## config.mk

```make
export PLATFORM = sky130hd
export DESIGN_NAME = ccs_exec
export DESIGN_NICKNAME = d
export VERILOG_FILES = /design/src/core/ccs_pkg.sv /design/src/core/ccs_exec.sv /design/src/core/ccs_qphase.sv
export SDC_FILE = /design/constraint.sdc
export NUM_CORES = 1
export LEC_CHECK = 0
export BUFFER_PORTS_ARGS = -buffer_cell sky130_fd_sc_hd__buf_4
export CORE_ASPECT_RATIO = 1.4
export CORE_UTILIZATION = 40
export CTS_CLUSTER_SIZE = 14
export DETAILED_ROUTE_END_ITERATION = 8
export PLACE_DENSITY = 0.69
export SYNTH_ARGS = -nofsm -noshare
export SYNTH_HDL_FRONTEND = slang
export SYNTH_HIERARCHICAL = 1
export SYNTH_SLANG_ARGS = --single-unit
```

## constraint.sdc

```tcl
create_clock -name clk_i -period 3.3 [get_ports clk_i]
set_clock_uncertainty 0.15 [all_clocks]
set_input_delay 0.165 -clock clk_i [delete_from_list [all_inputs] [get_ports clk_i]]
set_output_delay 0.165 -clock clk_i [all_outputs]
set_load 0.01 [all_outputs]
```

## src/core/ccs_pkg.sv

```systemverilog
// Constants shared by the complement and compare-skip execution block
`default_nettype none
package ccs_pkg;
  // ==========================================================
  // Register map, byte addresses on the Wishbone slave
  localparam logic [7:0] ADR_WORK = 8'h00;
  localparam logic [7:0] ADR_BANK = 8'h04;
  localparam logic [7:0] ADR_FLAGS = 8'h08;
  localparam logic [7:0] ADR_CTRL = 8'h0c;
  localparam logic [7:0] ADR_STAT = 8'h10;

  // ==========================================================
  // Reset values
  localparam logic [7:0] WORK_RST = 8'h00;
  localparam logic [3:0] BANK_RST = 4'h0;
  localparam logic [1:0] FLAGS_RST = 2'h0;
  localparam logic CTRL_RUN_RST = 1'b0;

  // ==========================================================
  // Field positions
  localparam int FLAG_Z = 0;
  localparam int FLAG_N = 1;
  localparam int CTRL_RUN = 0;
  localparam int STAT_EQ = 8;
  localparam int STAT_SKIP_LO = 9;
  localparam int STAT_NOP = 11;
  localparam int SIGN_BIT = 7;

  // ==========================================================
  // Instruction word layout
  localparam int DEST_BIT = 9;
  localparam int BANK_BIT = 8;
  localparam logic [5:0] OPC_INVERT = 6'h07;
  localparam logic [6:0] OPC_EQSKIP = 7'h31;

  // Access bank split point and the bank used above it
  localparam logic [7:0] ACCESS_SPLIT = 8'h80;
  localparam logic [3:0] ACCESS_LO_BANK = 4'h0;
  localparam logic [3:0] ACCESS_HI_BANK = 4'hf;

  // ==========================================================
  // Phases of one instruction cycle and idle cycle counts
  localparam logic [1:0] PH_Q1 = 2'h0;
  localparam logic [1:0] PH_Q2 = 2'h1;
  localparam logic [1:0] PH_Q3 = 2'h2;
  localparam logic [1:0] PH_Q4 = 2'h3;
  localparam logic [1:0] SKIP_ONE_WORD = 2'h1;
  localparam logic [1:0] SKIP_TWO_WORD = 2'h2;

  typedef enum logic [3:0] {
    CCS_ST_IDLE = 4'b0001,
    CCS_ST_INV = 4'b0010,
    CCS_ST_CEQ = 4'b0100,
    CCS_ST_NOP = 4'b1000
  } ccs_state_t;
endpackage : ccs_pkg
`default_nettype wire

```

## src/core/ccs_exec.sv

```systemverilog
// Execution unit for the invert-to-target and equal-compare-skip instructions
//
// Notes on behaviour
// - Invert reads the addressed data byte and produces its bitwise inverse.
// - With destination bit 0 the inverse goes to the working register only.
// - With destination bit 1 the inverse is written back to the source byte.
// - With bank bit 0 the fixed access bank is used and the bank pointer ignored.
// - With bank bit 1 the bank pointer register supplies the upper address bits.
// - Compare subtracts the working register from the byte, changing no flag or register.
// - On equality the fetched next instruction is dropped and an idle cycle runs.
// - Compare takes one cycle without skip and two with skip.
// - Skipping a two-word instruction costs two idle cycles, three in all.
// - The skip condition is a zero result of the compare subtraction.
`default_nettype none
module ccs_exec #(
  parameter int Q_DIV = 1
) (
  input wire logic clk_i,
  input wire logic rst_i,
  // Wishbone classic slave
  input wire logic [7:0] wb_adr_i,
  input wire logic [31:0] wb_dat_i,
  output logic [31:0] wb_dat_o,
  input wire logic wb_we_i,
  input wire logic [3:0] wb_sel_i,
  input wire logic wb_cyc_i,
  input wire logic wb_stb_i,
  output logic wb_ack_o,
  // Fetch stage
  input wire logic [15:0] instr_i,
  input wire logic instr_valid_i,
  input wire logic next_two_word_i,
  output logic instr_take_o,
  // Data memory, one clock read latency
  output logic [11:0] dm_addr_o,
  output logic dm_re_o,
  input wire logic [7:0] dm_rdata_i,
  output logic dm_we_o,
  output logic [7:0] dm_wdata_o,
  // Cycle status
  output logic nop_cycle_o,
  output logic skip_o
);
  // ==========================================================
  // Phase timing
  logic q_en;
  logic [1:0] phase;

  ccs_qphase #(
    .DIV(Q_DIV)
  ) u_qphase (
    .clk_i(clk_i),
    .rst_i(rst_i),
    .q_en_o(q_en),
    .phase_o(phase)
  );

  logic at_q1;
  logic at_q3;
  logic at_q4;
  assign at_q1 = q_en && (phase == ccs_pkg::PH_Q1);
  assign at_q3 = q_en && (phase == ccs_pkg::PH_Q3);
  assign at_q4 = q_en && (phase == ccs_pkg::PH_Q4);
  // Q2 needs no strobe of its own: the read is launched from decode

  // ==========================================================
  // State
  ccs_pkg::ccs_state_t st_q;
  ccs_pkg::ccs_state_t st_d;
  logic [7:0] work_q;
  logic [7:0] work_d;
  logic [3:0] bank_q;
  logic [3:0] bank_d;
  logic [1:0] flags_q;
  logic [1:0] flags_d;
  logic run_q;
  logic run_d;
  logic [7:0] fadr_q;
  logic [7:0] fadr_d;
  logic dest_q;
  logic dest_d;
  logic [7:0] rdat_q;
  logic [7:0] rdat_d;
  logic [7:0] diff_q;
  logic [7:0] diff_d;
  logic eq_q;
  logic eq_d;
  logic [1:0] skip_cnt_q;
  logic [1:0] skip_cnt_d;
  logic [11:0] addr_q;
  logic [11:0] addr_d;
  logic re_q;
  logic re_d;
  logic we_q;
  logic we_d;
  logic [7:0] wdata_q;
  logic [7:0] wdata_d;
  logic skip_q;
  logic skip_d;
  logic ack_q;
  logic ack_d;
  logic [31:0] rdbk_q;
  logic [31:0] rdbk_d;

  // ==========================================================
  // Decode and operand address
  logic is_inv;
  logic is_ceq;
  logic [7:0] f_field;
  logic [11:0] op_addr;
  logic [7:0] inv_res;
  logic take;
  logic bus_req;
  logic bus_wr;

  assign is_inv = (instr_i[15:10] == ccs_pkg::OPC_INVERT);
  assign is_ceq = (instr_i[15:9] == ccs_pkg::OPC_EQSKIP);
  assign f_field = instr_i[7:0];

  always_comb begin
    if (instr_i[ccs_pkg::BANK_BIT]) begin
      op_addr = {bank_q, f_field};
    end else if (f_field < ccs_pkg::ACCESS_SPLIT) begin
      op_addr = {ccs_pkg::ACCESS_LO_BANK, f_field};
    end else begin
      op_addr = {ccs_pkg::ACCESS_HI_BANK, f_field};
    end
  end

  // Bitwise inverse of the fetched byte
  assign inv_res = ~rdat_q;

  // Any other opcode is consumed without effect, so its cycle stays idle
  // A pending skip consumes the fetched word even when the unit is stopped
  assign take = at_q1 && instr_valid_i && (run_q || (skip_cnt_q != 2'h0));
  assign instr_take_o = take;

  assign bus_req = wb_cyc_i && wb_stb_i && !ack_q;
  assign bus_wr = bus_req && wb_we_i && wb_sel_i[0];

  // ==========================================================
  // Instruction sequencing
  // Decode at Q1, read issued for Q2, data captured at Q3, results land at Q4.
  // Idle cycles count down one per Q1 edge, so a stalled fetch cannot
  // stretch a skip beyond one or two instruction cycles; the fetch side
  // must still offer the words it wants thrown away.
  always_comb begin
    st_d = st_q;
    fadr_d = fadr_q;
    dest_d = dest_q;
    rdat_d = rdat_q;
    diff_d = diff_q;
    eq_d = eq_q;
    skip_cnt_d = skip_cnt_q;
    addr_d = addr_q;
    re_d = 1'b0;
    we_d = 1'b0;
    wdata_d = wdata_q;
    skip_d = 1'b0;
    if (at_q1) begin
      st_d = ccs_pkg::CCS_ST_IDLE;
      if (skip_cnt_q != 2'h0) begin
        // Fetched word discarded, idle cycle in its place
        st_d = ccs_pkg::CCS_ST_NOP;
        skip_cnt_d = skip_cnt_q - 2'h1;
      end else if (take && (is_inv || is_ceq)) begin
        st_d = is_inv ? ccs_pkg::CCS_ST_INV : ccs_pkg::CCS_ST_CEQ;
        fadr_d = f_field;
        dest_d = instr_i[ccs_pkg::DEST_BIT];
        addr_d = op_addr;
        // Read issued in decode so data is back for the process phase
        re_d = 1'b1;
      end
    end
    case (st_q)
      ccs_pkg::CCS_ST_INV: begin
        // Memory answers one clock after the read strobe
        if (at_q3) begin
          rdat_d = dm_rdata_i;
        end
        // Write back to source on destination 1
        if (at_q4 && dest_q) begin
          we_d = 1'b1;
          wdata_d = inv_res;
        end
      end
      ccs_pkg::CCS_ST_CEQ: begin
        if (at_q3) begin
          rdat_d = dm_rdata_i;
          // Unsigned subtract, result kept for status and the skip test
          diff_d = dm_rdata_i - work_q;
        end
        if (at_q4) begin
          eq_d = (diff_q == 8'h00);
          if (diff_q == 8'h00) begin
            // One idle cycle for a one-word successor
            // Two idle cycles for a two-word successor
            if (next_two_word_i) begin
              skip_cnt_d = ccs_pkg::SKIP_TWO_WORD;
            end else begin
              skip_cnt_d = ccs_pkg::SKIP_ONE_WORD;
            end
            skip_d = 1'b1;
          end
        end
      end
      ccs_pkg::CCS_ST_IDLE, ccs_pkg::CCS_ST_NOP: begin
      end
      default: begin
        st_d = ccs_pkg::CCS_ST_IDLE;
      end
    endcase
  end

  always_ff @(posedge clk_i) begin
    if (rst_i) begin
      st_q <= ccs_pkg::CCS_ST_IDLE;
      fadr_q <= 8'h00;
      dest_q <= 1'b0;
      rdat_q <= 8'h00;
      diff_q <= 8'h00;
      eq_q <= 1'b0;
      skip_cnt_q <= 2'h0;
      addr_q <= 12'h000;
      re_q <= 1'b0;
      we_q <= 1'b0;
      wdata_q <= 8'h00;
      skip_q <= 1'b0;
    end else begin
      st_q <= st_d;
      fadr_q <= fadr_d;
      dest_q <= dest_d;
      rdat_q <= rdat_d;
      diff_q <= diff_d;
      eq_q <= eq_d;
      skip_cnt_q <= skip_cnt_d;
      addr_q <= addr_d;
      re_q <= re_d;
      we_q <= we_d;
      wdata_q <= wdata_d;
      skip_q <= skip_d;
    end
  end

  // ==========================================================
  // Architectural registers: core update wins over a bus write
  always_comb begin
    work_d = work_q;
    bank_d = bank_q;
    flags_d = flags_q;
    run_d = run_q;
    if (bus_wr) begin
      case (wb_adr_i)
        ccs_pkg::ADR_WORK: work_d = wb_dat_i[7:0];
        ccs_pkg::ADR_BANK: bank_d = wb_dat_i[3:0];
        ccs_pkg::ADR_FLAGS: flags_d = wb_dat_i[1:0];
        ccs_pkg::ADR_CTRL: run_d = wb_dat_i[ccs_pkg::CTRL_RUN];
        ccs_pkg::ADR_STAT: begin
          // Status is read only; writes are acknowledged and dropped
        end
        default: begin
        end
      endcase
    end
    if (at_q4 && (st_q == ccs_pkg::CCS_ST_INV)) begin
      // Destination 0 loads the working register
      if (!dest_q) begin
        work_d = inv_res;
      end
      // Only sign and zero flags change
      flags_d[ccs_pkg::FLAG_Z] = (inv_res == 8'h00);
      flags_d[ccs_pkg::FLAG_N] = inv_res[ccs_pkg::SIGN_BIT];
    end
  end

  always_ff @(posedge clk_i) begin
    if (rst_i) begin
      work_q <= ccs_pkg::WORK_RST;
      bank_q <= ccs_pkg::BANK_RST;
      flags_q <= ccs_pkg::FLAGS_RST;
      run_q <= ccs_pkg::CTRL_RUN_RST;
    end else begin
      work_q <= work_d;
      bank_q <= bank_d;
      flags_q <= flags_d;
      run_q <= run_d;
    end
  end

  // ==========================================================
  // Wishbone answer: one wait state, unmapped reads give zero
  always_comb begin
    ack_d = bus_req;
    rdbk_d = rdbk_q;
    if (bus_req) begin
      rdbk_d = 32'h0000_0000;
      // Reads show the registers as they stand at the request edge
      case (wb_adr_i)
        ccs_pkg::ADR_WORK: rdbk_d[7:0] = work_q;
        ccs_pkg::ADR_BANK: rdbk_d[3:0] = bank_q;
        ccs_pkg::ADR_FLAGS: rdbk_d[1:0] = flags_q;
        ccs_pkg::ADR_CTRL: rdbk_d[ccs_pkg::CTRL_RUN] = run_q;
        ccs_pkg::ADR_STAT: begin
          rdbk_d[7:0] = diff_q;
          rdbk_d[ccs_pkg::STAT_EQ] = eq_q;
          rdbk_d[ccs_pkg::STAT_SKIP_LO +: 2] = skip_cnt_q;
          rdbk_d[ccs_pkg::STAT_NOP] = (st_q == ccs_pkg::CCS_ST_NOP);
        end
        default: begin
        end
      endcase
    end
  end

  always_ff @(posedge clk_i) begin
    if (rst_i) begin
      ack_q <= 1'b0;
      rdbk_q <= 32'h0000_0000;
    end else begin
      ack_q <= ack_d;
      rdbk_q <= rdbk_d;
    end
  end

  // ==========================================================
  // Outputs

  assign wb_ack_o = ack_q;
  assign wb_dat_o = rdbk_q;
  assign dm_addr_o = addr_q;
  assign dm_re_o = re_q;
  assign dm_we_o = we_q;
  assign dm_wdata_o = wdata_q;
  assign nop_cycle_o = (st_q == ccs_pkg::CCS_ST_NOP);
  assign skip_o = skip_q;
endmodule : ccs_exec
`default_nettype wire

```

## src/core/ccs_qphase.sv

```systemverilog
// Quarter phase divider for the instruction cycle
`default_nettype none
module ccs_qphase #(
  parameter int DIV = 1
) (
  input wire logic clk_i,
  input wire logic rst_i,
  output logic q_en_o,
  output logic [1:0] phase_o
);
  localparam int CW = (DIV > 1) ? $clog2(DIV) : 1;
  localparam logic [CW-1:0] CNT_LAST = CW'(DIV - 1);

  logic [CW-1:0] cnt_q;
  logic [CW-1:0] cnt_d;
  logic [1:0] ph_q;
  logic [1:0] ph_d;
  logic tick;

  assign tick = (cnt_q == CNT_LAST);

  always_comb begin
    cnt_d = tick ? '0 : cnt_q + 1'b1;
    ph_d = tick ? ph_q + 2'h1 : ph_q;
  end

  always_ff @(posedge clk_i) begin
    if (rst_i) begin
      cnt_q <= '0;
      ph_q <= ccs_pkg::PH_Q1;
    end else begin
      cnt_q <= cnt_d;
      ph_q <= ph_d;
    end
  end

  assign q_en_o = tick;
  assign phase_o = ph_q;
endmodule : ccs_qphase
`default_nettype wire

```

### After elaboration in Yosys (flattened, before gate mapping)

Cells that the tools add are included.

| operators by class | value |
|---|---|
| multiplexer cells | 26 |
| add/sub/neg operators | 4 |
| reduce and logical (&&, ||, !) cells | 37 |
| bitwise gates (word level) | 8 |
| eq/ne operators | 12 |
| magnitude comparators | 1 |

Operator list:

| operator | count |
|---|---|
| $mux W8 | 4 |
| $logic_not A8 Y1 | 3 |
| $mux W12 | 2 |
| $mux W2 | 9 |
| $eq A8 B4 Y1 const B | 2 |
| $reduce_and A2 Y1 | 7 |
| $logic_and A1 B1 Y1 | 12 |
| $eq A8 B3 Y1 const B | 1 |
| $eq A8 B5 Y1 const B | 1 |
| $lt A8 B8 Y1 const B | 1 |
| $mux W4 | 2 |
| $not A8 Y8 | 1 |
| $pmux W4 S2 | 1 |
| $reduce_or A2 Y1 | 4 |
| $sub A8 B8 Y8 | 1 |
| $eq A7 B6 Y1 const B | 1 |
| $not A1 Y1 | 7 |
| $eq A6 B3 Y1 const B | 1 |
| $mux W3 | 2 |
| $pmux W2 S3 | 1 |
| $reduce_bool A2 Y1 | 3 |
| $reduce_or A3 Y1 | 2 |
| $pmux W1 S5 | 1 |
| $eq A2 B2 Y1 const B | 2 |
| other kinds (14) | 17 |

| storage, ports and cells | value |
|---|---|
| output and inout port bits | 58 |
| word-level logic and storage cells | 107 |
| input bits | 75 |
| register bits | 78 |

### Longest topological paths before layout

Gate-level depths: netlist (run 1).

| logic depth | value |
|---|---|
| word-level depth | 7 |
| gate-level depth with buffers | 8 |
| mapped depth without buffers | 8 |

### Hierarchy

Netlist (run 1), hierarchy kept.

Modules (own cells, without submodules):

| module | times used | cells an instance | area each (µm²) | seq. area each (µm²) |
|---|---|---|---|---|
| ccs_exec | 1 | 454 | 3926.3 | 1501.4 |
| ccs_qphase | 1 | 11 | 117.6 | 60.1 |

### Worst setup path before layout (run 1)

No wires, ideal clock.

| timing | value |
|---|---|
| path kind | flip-flop to flip-flop |
| from | reg st_q[1] |
| to | reg skip_cnt_q[1] |
| arrival time | 1866 ps |
| required time | 3079 ps |
| setup slack | 1214 ps |
| cell stages (with the launch flop) | 7 |
| cells stage by stage | dfxtp_1 buf_6 or4b_4 or4_1 buf_2 or2_0 a21oi_1 |

| between the ends | value |
|---|---|
| word-level cells in the longest chain between the ends | 2 |

Ends and longest elaborated chain:

| what | RTL line | source |
|---|---|---|
| from (decl) | ccs_exec.sv:68 | `ccs_pkg::ccs_state_t st_q;` |
| from (signal assigned) | ccs_exec.sv:217 | `st_q <= ccs_pkg::CCS_ST_IDLE;` |
| from (signal assigned) | ccs_exec.sv:230 | `st_q <= st_d;` |
| $eq A4 B3 Y1 | ccs_exec.sv:175 | `case (st_q)` |
| $mux W2 | ccs_exec.sv:175 |  |
| to (signal assigned) | ccs_exec.sv:236 | `skip_cnt_q <= skip_cnt_d;` |
| to (decl) | ccs_exec.sv:88 | `logic [1:0] skip_cnt_q;` |

Every way passes these cells.
A chain may end at the register's enable or synchronous reset.

### Final worst setup path (run 1)

| timing | value |
|---|---|
| from | in dm_rdata_i[0] |
| to | reg diff_q[6] |

| between the ends | value |
|---|---|
| word-level cells in the longest chain between the ends | 1 |

Ends and longest elaborated chain:

| what | RTL line | source |
|---|---|---|
| from (decl) | ccs_exec.sv:37 | `input wire logic [7:0] dm_rdata_i,` |
| $sub A8 B8 Y8 | ccs_exec.sv:191 | `diff_d = dm_rdata_i - work_q;` |
| to (signal assigned) | ccs_exec.sv:234 | `diff_q <= diff_d;` |
| to (decl) | ccs_exec.sv:84 | `logic [7:0] diff_q;` |

Every way passes these cells.

==> results of run 1 <==
[sequential cells by signal, summed over array words and instances, names as in the netlist, 2 cells and up]
| register | count |
|---|---|
| dm_addr_o | 12 |
| wb_dat_o | 12 |
| diff_q | 8 |
| dm_wdata_o | 8 |
| rdat_q | 8 |
| work_q | 8 |
| bank_q | 4 |
| st_q | 4 |
| flags_q | 2 |
| skip_cnt_q | 2 |
| u_qphase/phase_o | 2 |
[stage by stage]
step,worst slack [ns],instance area [um2],utilization,power (mW)
2_1_floorplan,1.21,4120,-,1.09
3_3_place_gp,1.05,4670,0.475,1.14
3_5_place_dp,0.951,4670,0.475,1.14
4_1_cts,0.916,5200,0.529,2.10
5_1_grt,0.790,5200,0.529,2.15
6_report,0.899,5200,0.529,2.09
[path summary, 6_finish.rpt]
check,start,endpoint,slack [ns],depth (start not counted)
max,dm_rdata_i[0],diff_q[6],0.90,10
min,next_two_word_i,skip_cnt_q[0],0.02,4
max reg2reg,st_q[1],dm_wdata_o[3],0.97,4
min reg2reg,wb_dat_o[3],wb_dat_o[3],0.31,2
[logic make-up (layout without fill, tap and decap cells)]
logic type / count (synthesis) / in the layout / synth area share
muxes: 28 / 28 / 0.0727
AOI/OAI and AO/OA: 102 / 102 / 0.174
DFF: 78 / 78 / 0.386
and+or+nand+nor: 180 / 180 / 0.250
xor gates and xnor gates: 4 / 4 / 0.00866
adders and majority gates: 8 / 8 / 0.0266
other: 2 / 21 / 0.00186
buffers and inverters: 63 / 145 / 0.0801
[layout make-up]
class | count | area, um2
clock buffers | 9 | 225
repair buffers | 111 | 896
inverters | 18 | 67.6
well taps | 135 | 169
multi-input cells | 343 | 2230
clock inverters | 7 | 56.3
flip-flops and latches | 78 | 1560
fillers | 937 | 4640
[power by group]
| part | internal [mW] | switching [mW] |
|---|---|---|
| logic | 0.0923 | 0.0990 |
| clock network | 0.517 | 0.426 |
| registers | 0.946 | 0.00734 |
| total | 1.56 | 0.532 |
[layer usage]
| metal | vias up | share of wire |
|---|---|---|
| met5 | - | 0 |
| li1 | 1832 | - |
| met3 | 11 | 0.050 |
| met4 | 0 | 0.015 |
| met2 | 104 | 0.53 |
| met1 | 1697 | 0.41 |
[cell usage in the layout (no fill, tap or decap), types with 10 or more instances in the layout]
| cell | n |
|---|---|
| a311oi_1 | 10 |
| dlygate4sd3_1 | 25 |
| dfxtp_1 | 78 |
| nand3_1 | 22 |
| nor2_1 | 50 |
| nand2b_1 | 20 |
| conb_1 | 21 |
| a211oi_1 | 13 |
| buf_4 | 86 |
| mux2i_1 | 20 |
| nor2b_1 | 10 |
| inv_1 | 18 |
| a21oi_1 | 17 |
| nand2_1 | 14 |
| o21ai_0 | 26 |
[worst reg2reg max path, stage by stage, from the launching register on]
cell and delay (ns):
dfxtp_1 0.46, or4b_1 0.58, nor3_2 0.71, nor2_1 0.08, a211oi_1 0.25
[timing repair]
item,in CTS,in global routing
endpoints found under the hold margin,32,0
gates resized for setup,0,0
hold buffers,25,0
==> impl_metrics.ini, run 1 <==
[outcome]
status = complete, no violations

[pwr]
powerDensity_mw_per_mm2 = 401
peakVddDrop_mv = 0.400
p_leak_nw = 2.07

[timing]
final-setup-viol-count = 0
hold_slack_ns = 0.0156
worst_pin_slew_ns = 0.880
hold_viol_final = 0
rsz0062_at_grt = false
relSlewSlack = 0.410
slew_viol_final = 0
timing.final.crit_period_ns = 2.40
fin_crit_sh = 0.727
clock.fmax_ghz = 0.417
setup_tns_ns = 0

[synthesis]
yosysSeqAreaShare = 0.386
yosysWarningCount = 6
yosysTopAreaCell = dfxtp_1
async_reset_ff_frac = 0
synth_edf_count = 0
synth_area_leaders = dfxtp_1, mux2i_1, nor2_1
yosysMostFrequentCell = dfxtp_1
synth-seq-cells = 78
synth_area_per_cell_um2 = 8.70
synth_area_mm2 = 0.00404
yosysUniqueCellTypes = 66
synth_flop_cell = dfxtp_1
yosys-top-cells-count = dfxtp_1, nor2_1, o21ai_0
synth_top_area_share = 0.386
synth_cells = 465

[placed_design]
gp_congestion = 0.886
numPortBuffers = 85
placed_cells = 660
hpwl_um = 7440

[cts]
cts_setup_buffers = 0
clk_pin_slew_ns = 0.06
clock_path_buffers = 2
cts_max_level = 3
cts.sinks = 78
cts-buffers-inserted = 9
clock_latency_ns = 0.34
cts_root_buf = clkbuf_16
cts_tree = done

[drt]
drt_iter0_drc = 234
firstDrtPassIters = 4
routedWlPerCell_um = 15.0
vias = 3644
drc = 0
viasPerCell = 5.20
postRouteAntennaNets = 0
drt-total-wl_um = 10500

[floorplanning]
die_area_mm2 = 0.0105
die_w_um = 87.0
start_util = 0.411
fp-row-count = 43
coreArea_mm2 = 0.00985
die_h_um = 121
num_io_pins = 133

[global_routing]
grt_pass1_vias = 3510
grt_pass1_wl_um = 16600
grt_usage = 0.204
overflow = 0
grtUsageMet2 = 0.373
met1_usage = 0.226
gr-usage-met3 = 0.0333
grt_max_degree = 94
busiest_layer = met2
antenna_found_initial = 0

[worst_setup_path]
crit_chain = dlygate4sd3_1 -> buf_4 -> inv_1 -> ha_1 -> inv_1 -> fa_1 -> a211oi_1 -> o21ai_0 -> a2111o_1 -> nand3_1
crit_path_frequent_cell = inv_1
cp_max_fo = 3
critPathBufInv = 4
cp-end-kind = flop
critical-path-max-stage-delay_ns = 0.54
cp-start-kind = input pin
worst_ep_required_time_ns = 3.44
path_class = input pin to flop
critPathArrivalTime_ns = 2.54
slowest_stage = dlygate4sd3_1
crit_family = compound AO/OA/AOI/OAI gates

[final_layout]
num-nets-final = 644
finalNonFillerCells = 701
antennaDiodeCount = 0
syn_to_final_growth_pct = 28.7
drive_above_1_share = 0.208

[flow_run]
cap_violations = 0

[min_path]
hold_path_class = input pin to flop
Note: power is estimated with default switching activity, not from simulation.
==> inputs of run 2 (changes only) <==
==> constraint.sdc (replaced) <==
create_clock -name clk_i -period 2.3 [get_ports clk_i]
set_clock_uncertainty 0.15 [all_clocks]
set_input_delay 0.115 -clock clk_i [delete_from_list [all_inputs] [get_ports clk_i]]
set_output_delay 0.115 -clock clk_i [all_outputs]
set_load 0.01 [all_outputs]
==> run 2 against run 1 <==
  * Sequential share of layout area down 0.86 points
  * Critical path depth is 3 lower
  * Cell count up 1.9%
  * Non-clock buffer count is 13 higher
  * Global-route usage grew 0.62 points
  * Worst setup slack worse by 0.81 ns
  * Combinational power rose by 48%
  * Clock-buffer cell count unchanged
  * Via count increased by 2.9%
  * Largest power group is now clock
==> impl_metrics.ini, run 2 (same netlist as run 1, synthesis figures left out) <==
[outcome]
status = complete, no violations

[global_routing]
antenna_found_initial = 0
grt_pass1_wl_um = 17200
met1_usage = 0.242
overflow = 0
grt_pass1_vias = 3660
gr-usage-met3 = 0.0374
busiest_layer = met2
grtUsageMet2 = 0.363
grt_usage = 0.210
grt_max_degree = 94

[final_layout]
antennaDiodeCount = 0
mostFrequentLayoutCells = buf_4, dfxtp_1, nor2_1
drive_above_1_share = 0.221
layout_commonest_cell = buf_4
syn_to_final_growth_pct = 32.5
num-nets-final = 657

[worst_setup_path]
cp-start-kind = flop
critPathArrivalTime_ns = 2.33
path_class = flop to flop
critical-path-max-stage-delay_ns = 0.46
crit_chain = ha_1 -> inv_1 -> fa_1 -> a211oi_2 -> o21ai_0 -> a2111o_1 -> nand3_1
slowest_stage = a2111o_1
r2r_start = work_q[0]
worst_ep_required_time_ns = 2.42
r2r-end = diff_q[6]
reg2reg_setup_slack_ns = 0.09
rr_worst_depth = 7
cp-end-kind = flop
cp_max_fo = 3

[timing]
relSlewSlack = 0.433
clock.fmax_ghz = 0.453
slew_viol_final = 0
hold_viol_final = 0
final-setup-viol-count = 0
timing.final.crit_period_ns = 2.21
worst_pin_slew_ns = 0.850
setup_tns_ns = 0
fin_ws_ns = 0.0934
rsz0062_at_grt = false
fin_crit_sh = 0.959

[floorplanning]
die_area_mm2 = 0.0105
start_util = 0.411
num_io_pins = 133
coreArea_mm2 = 0.00985
fp-row-count = 43
die_h_um = 121
die_w_um = 87.0

[placed_design]
numPortBuffers = 85
gp_congestion = 0.864
pre_cts_ws_ns = 0.0904
hpwl_um = 7650

[min_path]
hold_start = wb_adr_i[2]
hold_end = wb_dat_o[3]
min_path_cells = 4
hold_path_class = input pin to flop

[drt]
drc = 0
drt-total-wl_um = 10600
firstDrtPassIters = 5
postRouteAntennaNets = 0
routedWlPerCell_um = 14.9
viasPerCell = 5.25
drt_iter0_drc = 151
vias = 3751

[pwr]
total_power_mw = 3.19
p_comb_frac = 0.088
powerDensity_mw_per_mm2 = 595
p_int_mw = 2.45
p_seq_frac = 0.429
switchingPower_mw = 0.739
p_leak_nw = 2.17
p_sw_frac = 0.232
peakVddDrop_mv = 0.402
clock_power_share = 0.482

[cts]
cts_max_level = 3
cts_tree = done
cts_root_buf = clkbuf_16
clock_path_buffers = 2
cts-buffers-inserted = 9
clock_latency_ns = 0.34
cts.sinks = 78
clk_pin_slew_ns = 0.06

[flow_run]
cap_violations = 0
-- run 2: worst max-delay path, delay by kind of cell, from the launching register on --
family,cells,cell delay [ns]
adders and majority gates,2,0.61
DFF,1,0.36
buffers and inverters,1,0.05
AOI/OAI and AO/OA,3,0.88
and+or+nand+nor,1,0.10
-- run 2: power groups by stage --
stage                     sequential [mW]  clock (mW)  combinational, mW
after floorplan                      1.40           0              0.161
after global placement               1.40           0              0.235
after detailed placement             1.40           0              0.240
after CTS                            1.37        1.56              0.279
after global routing                 1.37        1.62              0.308
final                                1.37        1.54              0.282
-- run 2: worst max path at each step --
stage | startpoint | end | slack [ns] | depth (start not counted)
after detailed placement | work_q[0] | diff_q[6] | 0.09 | 7
after floorplan | st_q[1] | skip_cnt_q[1] | 0.21 | 6
final | work_q[0] | diff_q[6] | 0.09 | 7
after global placement | work_q[0] | diff_q[6] | 0.16 | 7
after CTS | work_q[0] | diff_q[6] | 0.06 | 7
after global routing | wb_adr_i[7] | run_q | 0.02 | 6
-- run 2: metal layers --
layer,part of all wire,vias to the layer above,wire (um)
li1,-,1856,-
met1,0.42,1755,4420
met2,0.50,119,5360
met3,0.045,21,475
met4,0.035,0,376
met5,0,-,0
-- run 2: per-stage QoR --
| step | instances | hold slack (ns) | cell area, um2 | utilization |
|---|---|---|---|---|
| 2_1_floorplan | 484 | 0.0443 | 4120 | - |
| 3_3_place_gp | 667 | 0.209 | 4730 | 0.480 |
| 3_5_place_dp | 667 | 0.216 | 4730 | 0.480 |
| 4_1_cts | 712 | 0.0112 | 5340 | 0.542 |
| 5_1_grt | 714 | 0.0430 | 5360 | 0.544 |
| 6_report | 714 | 0.0165 | 5360 | 0.544 |
-- run 2: cell type report --
type	instances	area [um2]
Timing Repair Buffer	124	1000
Multi-Input combinational cell	343	2230
Tap cell	135	169
Fill cell	928	4490
Inverter	18	67.6
Clock inverter	7	97.6
Clock buffer	9	225
Sequential cell	78	1560
-- run 2: timing repair --
action	4_1_cts	5_1_grt
endpoints found under the setup margin	0	2
endpoints found under the hold margin	34	0
hold buffers	29	0
resized for setup	0	1
setup buffers	0	2
==> inputs of run 3 (changes only) <==
==> constraint.sdc (replaced) <==
create_clock -name clk_i -period 2.6 [get_ports clk_i]
set_clock_uncertainty 0.15 [all_clocks]
set_input_delay 0.13 -clock clk_i [delete_from_list [all_inputs] [get_ports clk_i]]
set_output_delay 0.13 -clock clk_i [all_outputs]
set_load 0.01 [all_outputs]
==> run 3 against run 2 <==
  * Worst setup slack better by 0.16 ns
  * Global-route usage down 1.0 points
  * Cell area down 2.4%
  * Clock-buffer cell count unchanged
  * Die area unchanged
  * Critical path type is now input pin to flop
  * Largest cell class unchanged
  * Largest power group is now registers
  * Highest routed layer unchanged
==> impl_metrics.ini, run 3 (same netlist as run 1, synthesis figures left out) <==
[worst_setup_path]
cp_max_fo = 3
critPathArrivalTime_ns = 2.47
worst_ep_required_time_ns = 2.72
cp-end-kind = flop
path_class = input pin to flop
cp-start-kind = input pin

[cts]
cts_setup_buffers = 0
cts.sinks = 78
cts_tree = done
hold_buffers = 26
cts_resized = 0
clock_path_buffers = 2
cts-buffers-inserted = 9
cts_max_level = 3
clk_pin_slew_ns = 0.06
clock_latency_ns = 0.34
cts_root_buf = clkbuf_16

[pwr]
p_leak_nw = 2.09
powerDensity_mw_per_mm2 = 506
peakVddDrop_mv = 0.342

[global_routing]
grt_max_degree = 94
overflow = 0
grt_usage = 0.200
grt_pass1_vias = 3498
antenna_found_initial = 0
grt_pass1_wl_um = 16300

[final_layout]
mostFrequentLayoutCells = buf_4, dfxtp_1, nor2_1
syn_to_final_growth_pct = 29.3
post-route-cell-area_mm2 = 0.00523
num-nets-final = 647
antennaDiodeCount = 0
utilization = 0.531
layout_commonest_cell = buf_4
drive_above_1_share = 0.211
num-fill-cells = 919

[drt]
firstDrtPassIters = 6
drc = 0
drt-total-wl_um = 10400
postRouteAntennaNets = 0
drt_iter0_drc = 205
vias = 3670
viasPerCell = 5.21
routedWlPerCell_um = 14.7

[flow_run]
cap_violations = 0

[timing]
relSlewSlack = 0.419
clock.fmax_ghz = 0.427
fin_crit_sh = 0.901
setup_tns_ns = 0
hold_viol_final = 0
rsz0062_at_grt = false
slew_viol_final = 0
worst_pin_slew_ns = 0.871
timing.final.crit_period_ns = 2.34
final-setup-viol-count = 0

[floorplanning]
fp-row-count = 43
start_util = 0.411
die_area_mm2 = 0.0105
die_h_um = 121
coreArea_mm2 = 0.00985
die_w_um = 87.0
num_io_pins = 133

[placed_design]
hpwl_um = 7600
dpl_cell_area_mm2 = 0.00469
numPortBuffers = 85
gp_congestion = 0.864

[min_path]
hold_path_class = input pin to flop

[outcome]
status = complete, no violations
-- run 3: final timing paths --
kind                                      end  slack [ns]          start  depth (start not counted)
worst max-delay path                diff_q[6]        0.26  dm_rdata_i[0]                         10
worst min-delay path              wb_dat_o[1]        0.02    wb_adr_i[7]                          4
worst max register to register  skip_cnt_q[1]        0.38        st_q[2]                          4
worst min register to register    wb_dat_o[3]        0.32    wb_dat_o[3]                          2
-- run 3: where the power goes --
group | internal, mW | switching, mW | total, mW
sequential | 1.20 | 0.00896 | 1.21
clock | 0.658 | 0.536 | 1.19
combinational | 0.119 | 0.124 | 0.244
-- run 3: metal layers --
metal	global-route usage	vias to the layer above	wire (um)	part of all wire
met5	0	-	0	0
met4	0.0948	0	308	0.030
met3	0.0361	18	463	0.045
met2	0.358	103	5350	0.52
met1	0.226	1709	4260	0.41
li1	-	1840	-	-
-- run 3: cell type report --
| cell class | count | area [um2] | share of cell area |
|---|---|---|---|
| inverters | 18 | 67.6 | 0.0129 |
| repair buffers | 114 | 921 | 0.176 |
| well taps | 135 | 169 | 0.0323 |
| clock buffers | 9 | 225 | 0.0431 |
| clock inverters | 7 | 56.3 | 0.0108 |
| multi-input cells | 343 | 2230 | 0.426 |
| flip-flops and latches | 78 | 1560 | 0.299 |
-- run 3: critical path: stages --
cell,delay (ns)
dlygate4sd3_1,0.54
buf_4,0.14
inv_1,0.05
ha_1,0.16
inv_1,0.05
fa_1,0.42
a211oi_1,0.27
o21ai_0,0.19
a2111o_1,0.43
nand3_1,0.08
-- run 3: through the flow --
step / hold WS (ns) / setup WS, ns / instances / power (mW)
after floorplan: 0.0593 / 0.514 / 484 / 1.38
after global placement: 0.224 / 0.449 / 662 / 1.44
after detailed placement: 0.233 / 0.386 / 662 / 1.45
after CTS: 0.0227 / 0.249 / 704 / 2.67
after global routing: 0.0392 / 0.0785 / 704 / 2.74
final: 0.0239 / 0.258 / 704 / 2.65
